`src/verilog/vin_ctrl_pkg.sv`:
```
// Package of constants, types and register layout for the video input port control block
package vin_ctrl_pkg;
  // Register byte addresses
  localparam logic [7:0] HOST_MODE_ADDR = 8'h00;
  // Input control sits at word index 2; the bus sees it at four times that
  localparam int INPUT_CTRL_INDEX = 2;
  localparam logic [7:0] INPUT_CTRL_ADDR = 8'(4 * INPUT_CTRL_INDEX);
  localparam logic [7:0] SOFT_RESET_ADDR = 8'h0C;
  localparam logic [7:0] STATUS_ADDR = 8'h10;
  // Host mode control field positions
  localparam int FMT_BIT = 4;
  localparam int BYPASS_BIT = 7;
  localparam int RSVD_BIT = 8;
  localparam int STANDBY_BIT = 9;
  localparam int PORTSEL_BIT = 10;
  localparam logic [10:0] HOST_MODE_RESET = 11'h000;
  // Input control field positions
  localparam int RUN_BIT = 0;
  localparam int WIDE_BIT = 1;
  localparam int OFFS_BIT = 2;
  localparam int INTLC_BIT = 3;
  localparam int CREF_INV_BIT = 4;
  localparam int HS_INV_BIT = 5;
  localparam int VS_INV_BIT = 6;
  localparam int ODD_INV_BIT = 7;
  localparam logic [7:0] INPUT_CTRL_RESET = 8'h00;
  // Bypass pipeline depth in cycles
  localparam int BYPASS_DELAY = 2;
  // Window state machine
  typedef enum logic [1:0] {WIN_IDLE, WIN_ARMED, WIN_ACTIVE} win_state_t;
  // Control lines of one video port
  typedef struct packed {
    logic cref;
    logic hs;
    logic vs;
  } port_ctl_t;
endpackage

```
`src/verilog/video_input_port_control.sv`:
```
// Video input port control: registers over AHB-Lite, input sampling, window arm and bypass path
`timescale 1ns/100ps
module video_input_port_control #(
  parameter int PIX_W = 24
) (
  // Clock and reset
  input wire logic REF_CLK,
  input wire logic RST_N,
  // AHB-Lite slave
  input wire logic HSEL,
  input wire logic [31:0] HADDR,
  input wire logic [1:0] HTRANS,
  input wire logic HWRITE,
  input wire logic [2:0] HSIZE,
  input wire logic [31:0] HWDATA,
  input wire logic HREADY,
  output logic [31:0] HRDATA,
  output logic HREADYOUT,
  output logic HRESP,
  // First video port
  input wire logic FIRST_PORT_PIXEL_CLOCK,
  input wire logic [2*PIX_W-1:0] FIRST_PORT_DATA,
  input wire vin_ctrl_pkg::port_ctl_t FIRST_PORT_CTL,
  // Second video port
  input wire logic [PIX_W-1:0] SECOND_PORT_DATA,
  input wire vin_ctrl_pkg::port_ctl_t SECOND_PORT_CTL,
  input wire logic ODD_FIELD_INPUT,
  // Scaler side
  output logic SCALER_REQUEST_OUT,
  output logic SCALER_BLANK_OUT,
  output logic PIXEL_VALID,
  output logic [2*PIX_W-1:0] PIXEL_DATA,
  output logic PIXEL_PAIR,
  output logic FIELD_ODD,
  output logic LINE_START,
  // Bypass display output
  output logic [2*PIX_W-1:0] DISPLAY_DATA,
  output vin_ctrl_pkg::port_ctl_t DISPLAY_CTL,
  output logic DISPLAY_CLOCK
);

  // Register file and bus phase state
  logic [10:0] host_mode_reg;
  logic [7:0] input_ctrl_reg;
  logic wr_pend_reg;
  logic [7:0] wr_addr_reg;
  logic soft_reset_reg;

  // Address phase capture; slave answers with zero wait states
  wire addr_ok = HSEL && HREADY && HTRANS[1];
  always_ff @(posedge REF_CLK or negedge RST_N) begin
    if (!RST_N) begin
      wr_pend_reg <= 1'b0;
      wr_addr_reg <= 8'h00;
    end else begin
      wr_pend_reg <= addr_ok && HWRITE;
      wr_addr_reg <= HADDR[7:0];
    end
  end
  assign HREADYOUT = 1'b1;
  assign HRESP = 1'b0;

  // Soft reset strobe, one cycle, from a write of bit 0 to the soft reset address
  always_ff @(posedge REF_CLK or negedge RST_N) begin
    if (!RST_N) begin
      soft_reset_reg <= 1'b0;
    end else begin
      soft_reset_reg <= wr_pend_reg && wr_addr_reg == vin_ctrl_pkg::SOFT_RESET_ADDR && HWDATA[0];
    end
  end

  // Host mode control: a soft reset leaves it alone, so mode bits survive it
  always_ff @(posedge REF_CLK or negedge RST_N) begin
    if (!RST_N) begin
      host_mode_reg <= vin_ctrl_pkg::HOST_MODE_RESET;
    end else if (wr_pend_reg && wr_addr_reg == vin_ctrl_pkg::HOST_MODE_ADDR) begin
      host_mode_reg <= HWDATA[10:0];
    end
  end

  // Input control is cleared by a soft reset, which also stops the window
  always_ff @(posedge REF_CLK or negedge RST_N) begin
    if (!RST_N) begin
      input_ctrl_reg <= vin_ctrl_pkg::INPUT_CTRL_RESET;
    end else if (soft_reset_reg) begin
      input_ctrl_reg <= vin_ctrl_pkg::INPUT_CTRL_RESET;
    end else if (wr_pend_reg && wr_addr_reg == vin_ctrl_pkg::INPUT_CTRL_ADDR) begin
      input_ctrl_reg <= HWDATA[7:0];
    end
  end

  // Decoded control bits
  wire bypass_en = host_mode_reg[vin_ctrl_pkg::BYPASS_BIT];
  wire standby = host_mode_reg[vin_ctrl_pkg::STANDBY_BIT];
  wire rgb_mode = host_mode_reg[vin_ctrl_pkg::FMT_BIT];
  wire port_sel = host_mode_reg[vin_ctrl_pkg::PORTSEL_BIT];
  wire run_en = input_ctrl_reg[vin_ctrl_pkg::RUN_BIT];
  wire wide_en = input_ctrl_reg[vin_ctrl_pkg::WIDE_BIT];
  wire offs_en = input_ctrl_reg[vin_ctrl_pkg::OFFS_BIT];
  wire intlc_en = input_ctrl_reg[vin_ctrl_pkg::INTLC_BIT];

  // Two-flop synchronisers for every pin that is sampled, data included
  // Data shares the flops of the pixel clock, so a pixel stays aligned with its edge
  localparam int SYNC_W = 2*PIX_W + PIX_W + 3 + 3 + 2;
  logic [SYNC_W-1:0] pin_s1_reg;
  logic [SYNC_W-1:0] pin_s2_reg;
  always_ff @(posedge REF_CLK or negedge RST_N) begin
    if (!RST_N) begin
      pin_s1_reg <= '0;
      pin_s2_reg <= '0;
    end else begin
      pin_s1_reg <= {FIRST_PORT_DATA, SECOND_PORT_DATA, FIRST_PORT_CTL, SECOND_PORT_CTL,
                     ODD_FIELD_INPUT, FIRST_PORT_PIXEL_CLOCK};
      pin_s2_reg <= pin_s1_reg;
    end
  end

  // Unpack the synchronised pins
  wire [2*PIX_W-1:0] a_data = pin_s2_reg[SYNC_W-1 -: 2*PIX_W];
  wire [PIX_W-1:0] b_data = pin_s2_reg[PIX_W+7:8];
  vin_ctrl_pkg::port_ctl_t a_ctl;
  vin_ctrl_pkg::port_ctl_t b_ctl;
  assign a_ctl = pin_s2_reg[7:5];
  assign b_ctl = pin_s2_reg[4:2];
  wire odd_pin = pin_s2_reg[1];
  wire pclk_s = pin_s2_reg[0];

  // Source select: second port for YUV, or for RGB of either width with port select set
  wire use_b = !rgb_mode || port_sel;
  vin_ctrl_pkg::port_ctl_t sel_ctl;
  assign sel_ctl = use_b ? b_ctl : a_ctl;

  // Polarity correction ahead of edge detection and qualification
  wire cref_c = sel_ctl.cref ^ input_ctrl_reg[vin_ctrl_pkg::CREF_INV_BIT];
  wire hs_c = sel_ctl.hs ^ input_ctrl_reg[vin_ctrl_pkg::HS_INV_BIT];
  wire vs_c = sel_ctl.vs ^ input_ctrl_reg[vin_ctrl_pkg::VS_INV_BIT];
  wire odd_c = odd_pin ^ input_ctrl_reg[vin_ctrl_pkg::ODD_INV_BIT];

  // Previous levels for edge detection of the corrected signals and the pixel clock
  logic hs_prev_reg;
  logic vs_prev_reg;
  logic pclk_prev_reg;
  always_ff @(posedge REF_CLK or negedge RST_N) begin
    if (!RST_N) begin
      hs_prev_reg <= 1'b0;
      vs_prev_reg <= 1'b0;
      pclk_prev_reg <= 1'b0;
    end else begin
      hs_prev_reg <= hs_c;
      vs_prev_reg <= vs_c;
      pclk_prev_reg <= pclk_s;
    end
  end
  wire hs_edge = hs_c && !hs_prev_reg;
  wire vs_edge = vs_c && !vs_prev_reg;
  wire pclk_rise = pclk_s && !pclk_prev_reg;
  // A pixel is taken on a qualified rising pixel clock edge
  wire pix_take = pclk_rise && cref_c;

  // Window state: idle until run, armed until next vsync, then active
  vin_ctrl_pkg::win_state_t win_reg;
  vin_ctrl_pkg::win_state_t win_next;
  always_comb begin
    win_next = win_reg;
    case (win_reg)
      vin_ctrl_pkg::WIN_IDLE: begin
        if (run_en) begin
          win_next = vin_ctrl_pkg::WIN_ARMED;
        end
      end
      vin_ctrl_pkg::WIN_ARMED: begin
        if (vs_edge) begin
          win_next = vin_ctrl_pkg::WIN_ACTIVE;
        end
      end
      vin_ctrl_pkg::WIN_ACTIVE: begin
        win_next = vin_ctrl_pkg::WIN_ACTIVE;
      end
      default: begin
        win_next = vin_ctrl_pkg::WIN_IDLE;
      end
    endcase
    // Clearing run, or setting standby or bypass, holds the window in reset
    if (!run_en || standby || bypass_en) begin
      win_next = vin_ctrl_pkg::WIN_IDLE;
    end
  end
  always_ff @(posedge REF_CLK or negedge RST_N) begin
    if (!RST_N) begin
      win_reg <= vin_ctrl_pkg::WIN_IDLE;
    end else begin
      win_reg <= win_next;
    end
  end
  wire active = win_reg == vin_ctrl_pkg::WIN_ACTIVE;

  // Offset double mode: the first half waits for its partner on the next edge
  logic half_reg;
  logic [PIX_W-1:0] first_half_reg;
  always_ff @(posedge REF_CLK or negedge RST_N) begin
    if (!RST_N) begin
      half_reg <= 1'b0;
      first_half_reg <= '0;
    end else if (!active || !offs_en || hs_edge) begin
      half_reg <= 1'b0; // Line start realigns the pair
    end else if (pix_take) begin
      half_reg <= !half_reg;
      first_half_reg <= a_data[PIX_W-1:0];
    end
  end

  // Scaler data output, registered
  always_ff @(posedge REF_CLK or negedge RST_N) begin
    if (!RST_N) begin
      PIXEL_VALID <= 1'b0;
      PIXEL_DATA <= '0;
      PIXEL_PAIR <= 1'b0;
    end else begin
      PIXEL_VALID <= 1'b0;
      if (active && pix_take) begin
        if (use_b) begin
          PIXEL_VALID <= 1'b1;
          PIXEL_DATA <= {{PIX_W{1'b0}}, b_data};
          PIXEL_PAIR <= 1'b0;
        end else if (offs_en) begin
          PIXEL_VALID <= half_reg;
          PIXEL_DATA <= {a_data[PIX_W-1:0], first_half_reg};
          PIXEL_PAIR <= 1'b1;
        end else begin
          PIXEL_VALID <= 1'b1;
          PIXEL_DATA <= wide_en ? a_data : {{PIX_W{1'b0}}, a_data[PIX_W-1:0]};
          PIXEL_PAIR <= wide_en;
        end
      end
    end
  end

  // Field and line status: non-interlaced frames decode as odd fields
  always_ff @(posedge REF_CLK or negedge RST_N) begin
    if (!RST_N) begin
      FIELD_ODD <= 1'b1;
      LINE_START <= 1'b0;
    end else begin
      // Standby pins the field flag so no output follows the pin while idle
      FIELD_ODD <= (intlc_en && !standby) ? odd_c : 1'b1;
      LINE_START <= active && hs_edge;
    end
  end

  // Request and blank: request high and blank low whenever the window is not open
  always_ff @(posedge REF_CLK or negedge RST_N) begin
    if (!RST_N) begin
      SCALER_REQUEST_OUT <= 1'b1;
      SCALER_BLANK_OUT <= 1'b0;
    end else begin
      SCALER_REQUEST_OUT <= !(win_next == vin_ctrl_pkg::WIN_ACTIVE);
      SCALER_BLANK_OUT <= win_next == vin_ctrl_pkg::WIN_ACTIVE && cref_c;
    end
  end

  // Bypass path: two register stages from first port pins to display, zero in standby
  // Limitation: the pin synchronisers add their own two cycles ahead of these stages
  logic [2*PIX_W+3:0] byp_reg [vin_ctrl_pkg::BYPASS_DELAY];
  wire [2*PIX_W+3:0] byp_in = (bypass_en && !standby) ? {a_data, a_ctl, pclk_s} : '0;
  always_ff @(posedge REF_CLK or negedge RST_N) begin
    if (!RST_N) begin
      byp_reg[0] <= '0;
      byp_reg[1] <= '0;
    end else begin
      byp_reg[0] <= byp_in;
      byp_reg[1] <= byp_reg[0];
    end
  end
  assign DISPLAY_DATA = byp_reg[1][2*PIX_W+3:4];
  assign DISPLAY_CTL = byp_reg[1][3:1];
  assign DISPLAY_CLOCK = byp_reg[1][0];

  // Read data, registered in the data phase
  always_ff @(posedge REF_CLK or negedge RST_N) begin
    if (!RST_N) begin
      HRDATA <= 32'h00000000;
    end else if (addr_ok && !HWRITE) begin
      case (HADDR[7:0])
        vin_ctrl_pkg::HOST_MODE_ADDR: HRDATA <= {21'h0, host_mode_reg};
        vin_ctrl_pkg::INPUT_CTRL_ADDR: HRDATA <= {24'h000000, input_ctrl_reg};
        vin_ctrl_pkg::STATUS_ADDR: HRDATA <= {28'h0000000, FIELD_ODD, half_reg, win_reg};
        default: HRDATA <= 32'h00000000;
      endcase
    end
  end

  // Checks
  run_low_idle_a: assert property (@(posedge REF_CLK) disable iff (!RST_N)
    !run_en |=> ##1 (SCALER_REQUEST_OUT && !SCALER_BLANK_OUT)) else $error("request or blank wrong while stopped");
  arm_waits_vsync_a: assert property (@(posedge REF_CLK) disable iff (!RST_N)
    (win_reg == vin_ctrl_pkg::WIN_ARMED && !vs_edge) |=> win_reg != vin_ctrl_pkg::WIN_ACTIVE) else $error("window opened without vsync");
  standby_static_a: assert property (@(posedge REF_CLK) disable iff (!RST_N)
    standby [*3] |-> (DISPLAY_DATA == '0 && !PIXEL_VALID)) else $error("outputs move in standby");
  bypass_delay_a: assert property (@(posedge REF_CLK) disable iff (!RST_N)
    (bypass_en && !standby) [*3] |-> DISPLAY_DATA == $past(a_data, 2)) else $error("bypass delay wrong");
  mode_keep_a: assert property (@(posedge REF_CLK) disable iff (!RST_N)
    (soft_reset_reg && !wr_pend_reg) |=> $stable(host_mode_reg)) else $error("mode bits lost on soft reset");
  field_odd_a: assert property (@(posedge REF_CLK) disable iff (!RST_N)
    !intlc_en |=> FIELD_ODD) else $error("non-interlaced field not odd");
  offset_pair_a: assert property (@(posedge REF_CLK) disable iff (!RST_N)
    (PIXEL_VALID && PIXEL_PAIR && offs_en && !use_b) |-> PIXEL_DATA[PIX_W-1:0] == $past(first_half_reg)) else $error("offset pair wrong");
  single_width_a: assert property (@(posedge REF_CLK) disable iff (!RST_N)
    (PIXEL_VALID && !PIXEL_PAIR) |-> PIXEL_DATA[2*PIX_W-1:PIX_W] == '0) else $error("single pixel upper half not zero");

  // Checks on the window and the scaler handshake
  request_window_a: assert property (@(posedge REF_CLK) disable iff (!RST_N)
    active |-> !SCALER_REQUEST_OUT)
    else $error("request high while window open");
  blank_closed_a: assert property (@(posedge REF_CLK) disable iff (!RST_N)
    !active |-> !SCALER_BLANK_OUT)
    else $error("blank high while window closed");
  no_pixel_idle_a: assert property (@(posedge REF_CLK) disable iff (!RST_N)
    !active |=> !PIXEL_VALID)
    else $error("pixel sent while window closed");
  line_start_a: assert property (@(posedge REF_CLK) disable iff (!RST_N)
    LINE_START |-> $past(active))
    else $error("line start outside window");

  // Checks on the data paths
  port_b_single_a: assert property (@(posedge REF_CLK) disable iff (!RST_N)
    (PIXEL_VALID && $past(use_b)) |-> !PIXEL_PAIR)
    else $error("second port pixel marked as pair");
  bypass_off_a: assert property (@(posedge REF_CLK) disable iff (!RST_N)
    (!bypass_en || standby) [*3] |-> (DISPLAY_DATA == '0 && !DISPLAY_CLOCK))
    else $error("display moves with bypass off");

  // Checks on standby
  standby_idle_a: assert property (@(posedge REF_CLK) disable iff (!RST_N)
    standby |=> win_reg == vin_ctrl_pkg::WIN_IDLE)
    else $error("window running in standby");
  standby_field_a: assert property (@(posedge REF_CLK) disable iff (!RST_N)
    standby |=> FIELD_ODD)
    else $error("field flag moves in standby");

  // Scenario covers
  win_open_c: cover property (@(posedge REF_CLK) disable iff (!RST_N) win_reg == vin_ctrl_pkg::WIN_ARMED ##1 active);
  standby_c: cover property (@(posedge REF_CLK) disable iff (!RST_N) standby ##1 standby);
  line_c: cover property (@(posedge REF_CLK) disable iff (!RST_N) LINE_START);
  pix_out_c: cover property (@(posedge REF_CLK) disable iff (!RST_N) PIXEL_VALID && PIXEL_PAIR);
  bypass_c: cover property (@(posedge REF_CLK) disable iff (!RST_N) bypass_en && DISPLAY_CLOCK);

endmodule // video_input_port_control

```
`config.mk`:
```
export PLATFORM = sky130hd
export DESIGN_NAME = video_input_port_control
export DESIGN_NICKNAME = d
export VERILOG_FILES = /design/src/verilog/vin_ctrl_pkg.sv /design/src/verilog/video_input_port_control.sv
export SDC_FILE = /design/constraint.sdc
export NUM_CORES = 1
export LEC_CHECK = 0
export CELL_PAD_IN_SITES_DETAIL_PLACEMENT = 1
export CELL_PAD_IN_SITES_GLOBAL_PLACEMENT = 1
export CORE_AREA = 4 4 174 176
export CTS_CLUSTER_DIAMETER = 80
export DETAILED_ROUTE_END_ITERATION = 7
export DIE_AREA = 0 0 178 180
export DONT_BUFFER_PORTS = 1
export MAX_ROUTING_LAYER = met4
export PLACE_DENSITY_LB_ADDON = 0.1
export SYNTH_ARGS = -nofsm -noshare
export SYNTH_HDL_FRONTEND = slang
export SYNTH_SLANG_ARGS = --single-unit
```
`constraint.sdc`:
```
create_clock -name REF_CLK -period 1.99 [get_ports REF_CLK]
set_clock_uncertainty 0.1 [all_clocks]
set_input_delay 0.199 -clock REF_CLK [delete_from_list [all_inputs] [get_ports REF_CLK]]
set_output_delay 0.199 -clock REF_CLK [all_outputs]
set_load 0.02 [all_outputs]
```
==> results of run 1 <==
## critical path, cell delays in order, from the launching register on
cell and delay (ps):
dfrtp_1 390, nand2b_4 170, mux2i_4 200, xor2_2 170, o2111ai_4 280, buf_12 210, mux2_4 310
## cell usage after synthesis (11+ instances only)
master	count	area, µm²
a22oi_1	23	172.7
a21oi_1	32	160.2
o31ai_1	24	180.2
dfrtp_1	386	9659
clkbuf_1	27	101.4
mux2i_1	33	330.3
and2_1	52	325.3
buf_4	74	555.5
mux2_2	15	168.9
nand2_1	61	229.0
nor2_1	35	131.4
o21ai_0	35	175.2
mux2_4	20	300.3
a22o_1	11	96.34
## per-layer routing
metal	wire length, µm	up-vias
met3	2237	56
met2	15380	215
met1	12100	3645
li1	-	3050
met4	827	0
met5	0	-
## layout make-up
type,count,area (µm²)
diodes,1,2.502
clock buffers,61,1274
clock inverters,14,205.2
fillers,2678,12670
inverters,5,18.77
multi-input cells,401,2786
flip-flops and latches,388,9716
well taps,384,480.5
repair buffers,140,1471
## where the power goes
part,total (µW),internal [µW],switching [µW],leakage [µW]
clock,8130,5080,3050,0.000732
combinational,465,248,216,0.00170
sequential,8360,8160,193,0.00494
total,16900,13500,3460,0.00737
## cells by family (layout without fill, tap and decap cells)
family                 Yosys count  in the layout
AO/OA/AOI/OAI                  131            131
XOR/XNOR                         3              3
buffers and inverters          117            220
flip-flops                     388            388
multiplexers                    69             69
other                            2             24
AND/OR/NAND/NOR                175            175
## layout by cell type, fill, tap and decap left out, types with 3 or more instances in the layout
master / instances
a21oi_1: 31
a22o_1: 11
a22oi_1: 23
and2_1: 52
buf_12: 7
buf_4: 19
buf_6: 4
bufinv_16: 5
clkbuf_1: 5
clkbuf_16: 44
clkbuf_8: 13
clkinv_2: 6
conb_1: 23
dfrtp_1: 385
dlygate4sd3_1: 104
dlymetal6s4s_1: 4
inv_1: 5
mux2_2: 11
mux2_4: 24
mux2i_1: 33
nand2_1: 59
nand3b_1: 3
nor2_1: 35
nor2b_1: 3
o21ai_0: 26
o21ai_1: 8
o31ai_1: 14
o31ai_2: 9
## worst min-delay path by stage
stage,start,endpoint,slack (ps),depth (start not counted)
6_report,RST_N,DISPLAY_DATA[41],-730,0
2_1_floorplan,RST_N,DISPLAY_CLOCK,-200,0
3_5_place_dp,RST_N,DISPLAY_DATA[41],-180,0
4_1_cts,RST_N,DISPLAY_DATA[41],-750,0
3_3_place_gp,RST_N,DISPLAY_DATA[41],-180,0
5_1_grt,RST_N,DISPLAY_DATA[41],-750,0
## what timing repair did
item / 4_1_cts / 5_1_grt
gates cloned: 0 / 4
pin swaps: 0 / 7
resized for setup: 1 / 42
endpoints found under the setup margin: 10 / 76
setup buffers: 0 / 6
hold buffers: 104 / 4
hold endpoints to repair: 508 / 392
## stage by stage
| step | total power [µW] | std cells |
|---|---|---|
| after detailed placement | 8758 | 1200 |
| after global routing | 17600 | 1394 |
| after global placement | 8734 | 1200 |
| after CTS | 17130 | 1379 |
| final | 16950 | 1394 |
| after floorplan | 8725 | 906 |
==> metrics.md, run 1 <==
| Metric | Value |
|---|---|
| Status | `finished, violations left` |
| Violated checks | `hold timing` |
| Gr ovfl total | `0` |
| Max Slew Vio Count | `0` |
| Leak | `0.007370 µW` |
| # rows | `62` |
| Total CTS buffers | `41` |
| Busiest layer in global routing | `met2` |
| Post-synth EDFFs | `0` |
| Critical path required time | `2290 ps` |
| Max IR drop VDD | `0.6913 mV` |
| Layout area overhead | `22.29%` |
| Sequential fraction of the synthesis area | `0.7444` |
| Worst slew pin tran | `1457 ps` |
| Final WL | `30550 µm` |
| Pre-CTS setup slack | `0.1047 ps` |
| CP max FO | `14` |
| Cells after Synth | `885` |
| Die area | `32040 µm²` |
| Routed Antenna Nets | `0` |
| Met2 Use GR | `0.3133` |
| GR Util All Layers | `0.1900` |
| Placed instance area | `13130 µm²` |
| First-pass GRT wire length | `45930 µm` |
| CP Class | `reg2reg` |
| Met3 GRT Util | `0.05756` |
| DR vias | `6966` |
| Worst rel slew slack | `0.02852` |
| CTS tree | `built` |
| Post-route cell area | `15950 µm²` |
| Fraction of registers with async set/reset | `1.000` |
| Synth Flop Type | `dfrtp_1` |
| Final hold viol count | `386` |
| DR DRC count | `0` |
| Clk sinks | `388` |
| RSZ-0062 raised after global routing | `true` |
| Netlist Area Pre-Place | `13050 µm²` |
| WHS | `-727.4 ps` |
| Layout cells sized above 1 | `0.1655` |
| Distinct cell type count after synthesis | `47` |
| Post-layout util | `0.5573` |
| Endpoint type of the worst setup path | `flip-flop` |
| Critical R2R Launch | `host_mode_reg[10]` |
| GPL Wtd Cong | `0.7970` |
| Critical path arrival | `2280 ps` |
| Clock-pin transition on the worst setup and hold timing paths | `60 ps` |
| Number of global-route vias before repair | `7932` |
| Per-cell routed wire length | `21.91 µm` |
| Initial antenna violation count | `1` |
| Yosys Warn Count | `0` |
| Worst Reg-to-Reg Cells | `6` |
| Total Nets Final | `1131` |
| Worst Hold Class | `in2async` |
| Clock root buffer | `clkbuf_16` |
| Max Clock Freq | `0.5052 GHz` |
| Worst setup path endpoint | `first_half_reg[11]` |
| XOR/XNOR Fraction of Synth Area | `0.002589` |
| Port bufs | `0` |
| H-tree depth | `2` |
| PwrDens | `1062 nW/µm²` |
| TNS Setup | `0 ps` |
| Max_cap viols | `0` |
| Synth Area in Compound Gates | `0.06512` |
| Final WS setup | `10.76 ps` |
| Min Tclk post-route | `1979 ps` |
| Routing usage on met1 | `0.2244` |
| Adder-cell share of the synthesized area | `0` |
| Setup crit start kind | `flip-flop` |
| Seq cells post-synth | `388` |
| DRT iter0 DRCs | `333` |
| Starting density of the core | `0.4558` |
| Post-detail-place hpwl | `17510 µm` |
| Final setup fails | `0` |
| Drt first pass iters | `6` |
| Multiplexer share of the synthesized area | `0.06234` |
| Simple-Gate Fraction of Synth Area | `0.06838` |
| Largest net degree at the start of global routing | `389` |
| Flop-to-flop setup slack | `10 ps` |
| IO Count | `294` |
| Die H | `180 µm` |
| DIE WIDTH | `178 µm` |
| Vias/cell | `4.997` |
| Tcrit/Tclk final | `0.9946` |
| Crit. Startpoint | `host_mode_reg[10]` |
| Core area | `28630 µm²` |
| Synth Area per Inst | `14.74 µm²` |
| Longest Clk Path Bufs | `3` |
| Reg-to-reg endpoint | `first_half_reg[11]` |
| Clock latency on the worst-skew pair | `520 ps` |
| Main combinational cell family by area after synthesis | `simple AND/OR/NAND/NOR gates` |
(Power assumes the default switching activity.)
==> inputs of run 2 (changes only) <==
CORE_AREA = 4 4 161 163   (was 4 4 174 176)
DIE_AREA = 0 0 165 167   (was 0 0 178 180)
clock period = 2.3 ns   (was 1.99 ns; I/O delays follow)
==> run 2 against run 1 <==
Against the previous run:
- the flow finishes with violations (hold timing, setup timing)
- worst hold slack gained 34 ps
- total power shrank 16%
- combinational power shrank 18%
- clock power shrank 18%
- register-to-register slack gained 70 ps
- sequential share of layout area grew 2.2 points
- via count shrank 0.34%
- wire length shrank 0.87%
- final area shrank 3.4%
- cell count shrank 6.1%
- largest cell class unchanged
- largest power group unchanged
- highest routed layer unchanged
==> metrics.md, run 2 (same netlist as run 1, synthesis figures left out) <==
| Metric | Value |
|---|---|
| Clock root buffer | `clkbuf_16` |
| Post-layout util | `0.6335 (+0.07614)` |
| Pre-CTS setup slack | `31.37 ps (+31.26 ps)` |
| Tcrit/Tclk final | `1.003` |
| Critical path arrival | `2660 ps (+380 ps)` |
| Net Sw Power | `3003 µW (-13%)` |
| CP max FO | `5 (-9)` |
| Most common cell after layout, fill and taps aside | `dfrtp_1` |
| Comb power frac | `0.027 (about the same)` |
| Number of global-route vias before repair | `8090 (+2.0%)` |
| Leak | `0.007110 µW (-3.5%)` |
| Status | `finished, violations left` |
| Clock power frac | `0.466 (-0.014)` |
| H-tree depth | `2 (unchanged)` |
| DR vias | `6942 (-0.34%)` |
| Switching Share | `0.2105 (+0.006648)` |
| Final hold viol count | `387 (+0.26%)` |
| Vias/cell | `5.303 (+6.1%)` |
| Drt first pass iters | `4 (-2)` |
| PwrDens | `925.9 nW/µm² (-13%)` |
| Post-detail-place hpwl | `16930 µm (-3.4%)` |
| Total CTS buffers | `40 (-2.4%)` |
| Endpoint type of the worst setup path | `flip-flop` |
| Slowest cell on the critical path | `dlygate4sd3_1` |
| Worst slew pin tran | `1102 ps (-355.0 ps)` |
| Int Pwr | `11260 µW (-17%)` |
| Layout cells sized above 1 | `0.1394 (-0.02614)` |
| Layout area overhead | `18.09%` |
| WHS | `-693.6 ps (+33.79 ps)` |
| Clk sinks | `388 (unchanged)` |
| Longest Clk Path Bufs | `3 (unchanged)` |
| Total Nets Final | `1105 (-2.3%)` |
| Max_cap viols | `0 (unchanged)` |
| DRT iter0 DRCs | `451 (+35%)` |
| CP Cell Sequence | `dlygate4sd3_1 -> nand4b_1 -> dlygate4sd3_1 -> or4_4 -> or2_4 -> nor2_4 -> a22o_1` |
| Core area | `24320 µm² (-15%)` |
| GR Util All Layers | `0.2316 (+0.04162)` |
| Die H | `167 µm (-7.2%)` |
| CP Class | `in2reg` |
| DR DRC count | `0 (unchanged)` |
| Final WS setup | `-6.701 ps (-17.46 ps)` |
| GPL Wtd Cong | `0.7776 (-2.4%)` |
| Most frequent cells in the layout | `384 x dfrtp_1, 103 x dlygate4sd3_1, 61 x nand2_1` |
| IO Count | `294 (unchanged)` |
| CTS tree | `built` |
| TNS Setup | `-11.04 ps (-11.04 ps)` |
| Initial antenna violation count | `2 (+1)` |
| First-pass GRT wire length | `47710 µm (+3.9%)` |
| Max Slew Vio Count | `0 (unchanged)` |
| Max Clock Freq | `0.4335 GHz` |
| CP max stage delay | `590 ps (+200 ps)` |
| Most used cell, CP | `dlygate4sd3_1` |
| Clock-pin transition on the worst setup and hold timing paths | `60 ps (about the same)` |
| Setup crit start kind | `primary input` |
| Post-route cell area | `15410 µm² (-3.4%)` |
| Die area | `27560 µm² (-14%)` |
| Clock latency on the worst-skew pair | `520 ps (about the same)` |
| Starting density of the core | `0.5365 (+0.08069)` |
| Cell family with most CP delay | `buffers and inverters` |
| Worst rel slew slack | `0.2652 (+0.2367)` |
| Critical path required time | `2650 ps (+360 ps)` |
| Worst Hold Class | `in2async` |
| Hold Buf Count CTS | `103 (-0.96%)` |
| Placed instance area | `12960 µm² (-1.3%)` |
| Per-cell routed wire length | `23.13 µm (+5.6%)` |
| # rows | `57 (-8.1%)` |
| Violated checks | `hold timing, setup timing` |
| DIE WIDTH | `165 µm (-7.3%)` |
| Port bufs | `0 (unchanged)` |
| Part of the power in registers | `0.507 (+0.014)` |
| Largest net degree at the start of global routing | `389 (unchanged)` |
| Routed Antenna Nets | `0 (unchanged)` |
| Gr ovfl total | `0 (unchanged)` |
| Final setup fails | `2 (+2)` |
| Final WL | `30280 µm (-0.87%)` |
| Min Tclk post-route | `2307 ps` |
| Buffer and inverter count on the worst path | `2 (+1)` |
| Max IR drop VDD | `1.169 mV (+69%)` |
## run 2: cell count changes in the layout (fill, tap and decap cells not counted), sizes merged
cell          before  now
buf               31   12
bufinv             5    3
clkbuf            62   56
clkinv             7   11
diode              1    2
dlygate4sd3      104  103
dlymetal6s4s       4    0
inv                6    8
## run 2: final cells by class
cell class                      instances  area, µm²
Timing Repair Buffer                  115       1175
Sequential cell                       388       9714
Tap cell                              324      405.4
Clock inverter                         18      178.9
Antenna cell                            2      5.005
Inverter                                5      18.77
Multi-Input combinational cell        401       2706
Clock buffer                           56       1202
Fill cell                            2185       8914
## run 2: what timing repair did
item	4_1_cts	5_1_grt
resized for setup	0	7
endpoints found under the setup margin	0	52
endpoints found under the hold margin	508	388
buffers inserted	0	1
## run 2: routing by layer
metal	vias up	track usage	part of all wire
met5	-	-	0
met2	223	0.3823	0.51
li1	3005	-	-
met4	0	0.06474	0.024
met3	49	0.06228	0.072
met1	3665	0.2825	0.39
## run 2: power groups by stage
stage / combinational [µW] / clock (µW) / sequential [µW]
after floorplan: 298 / 0 / 7250
after global placement: 206 / 0 / 7330
after detailed placement: 212 / 0 / 7350
after CTS: 372 / 6760 / 7230
after global routing: 413 / 7150 / 7250
final: 381 / 6650 / 7230
## run 2: worst paths after layout
path | to | start | slack, ps | depth (start not counted)
hold reg to reg | pin_s2_reg[6] | pin_s1_reg[6] | 240 | 0
setup / recovery | HRDATA[9] | HREADY | -7 | 7
max in group asynchronous | input_ctrl_reg[2] | RST_N | 1820 | 0
hold / removal | HRDATA[8] | RST_N | -690 | 0
min in group REF_CLK | HRDATA[2] | HADDR[4] | 50 | 4
setup reg to reg | PIXEL_DATA[36] | host_mode_reg[10] | 80 | 6
## run 2: metrics by stage
stage                     hold WS (ps)  total power (µW)  std cells
after floorplan                 -165.6              7549        906
after global routing            -719.4             14810       1309
after CTS                       -709.8             14360       1306
after global placement          -155.2              7540       1129
final                           -693.6             14260       1309
after detailed placement        -154.4              7563       1129
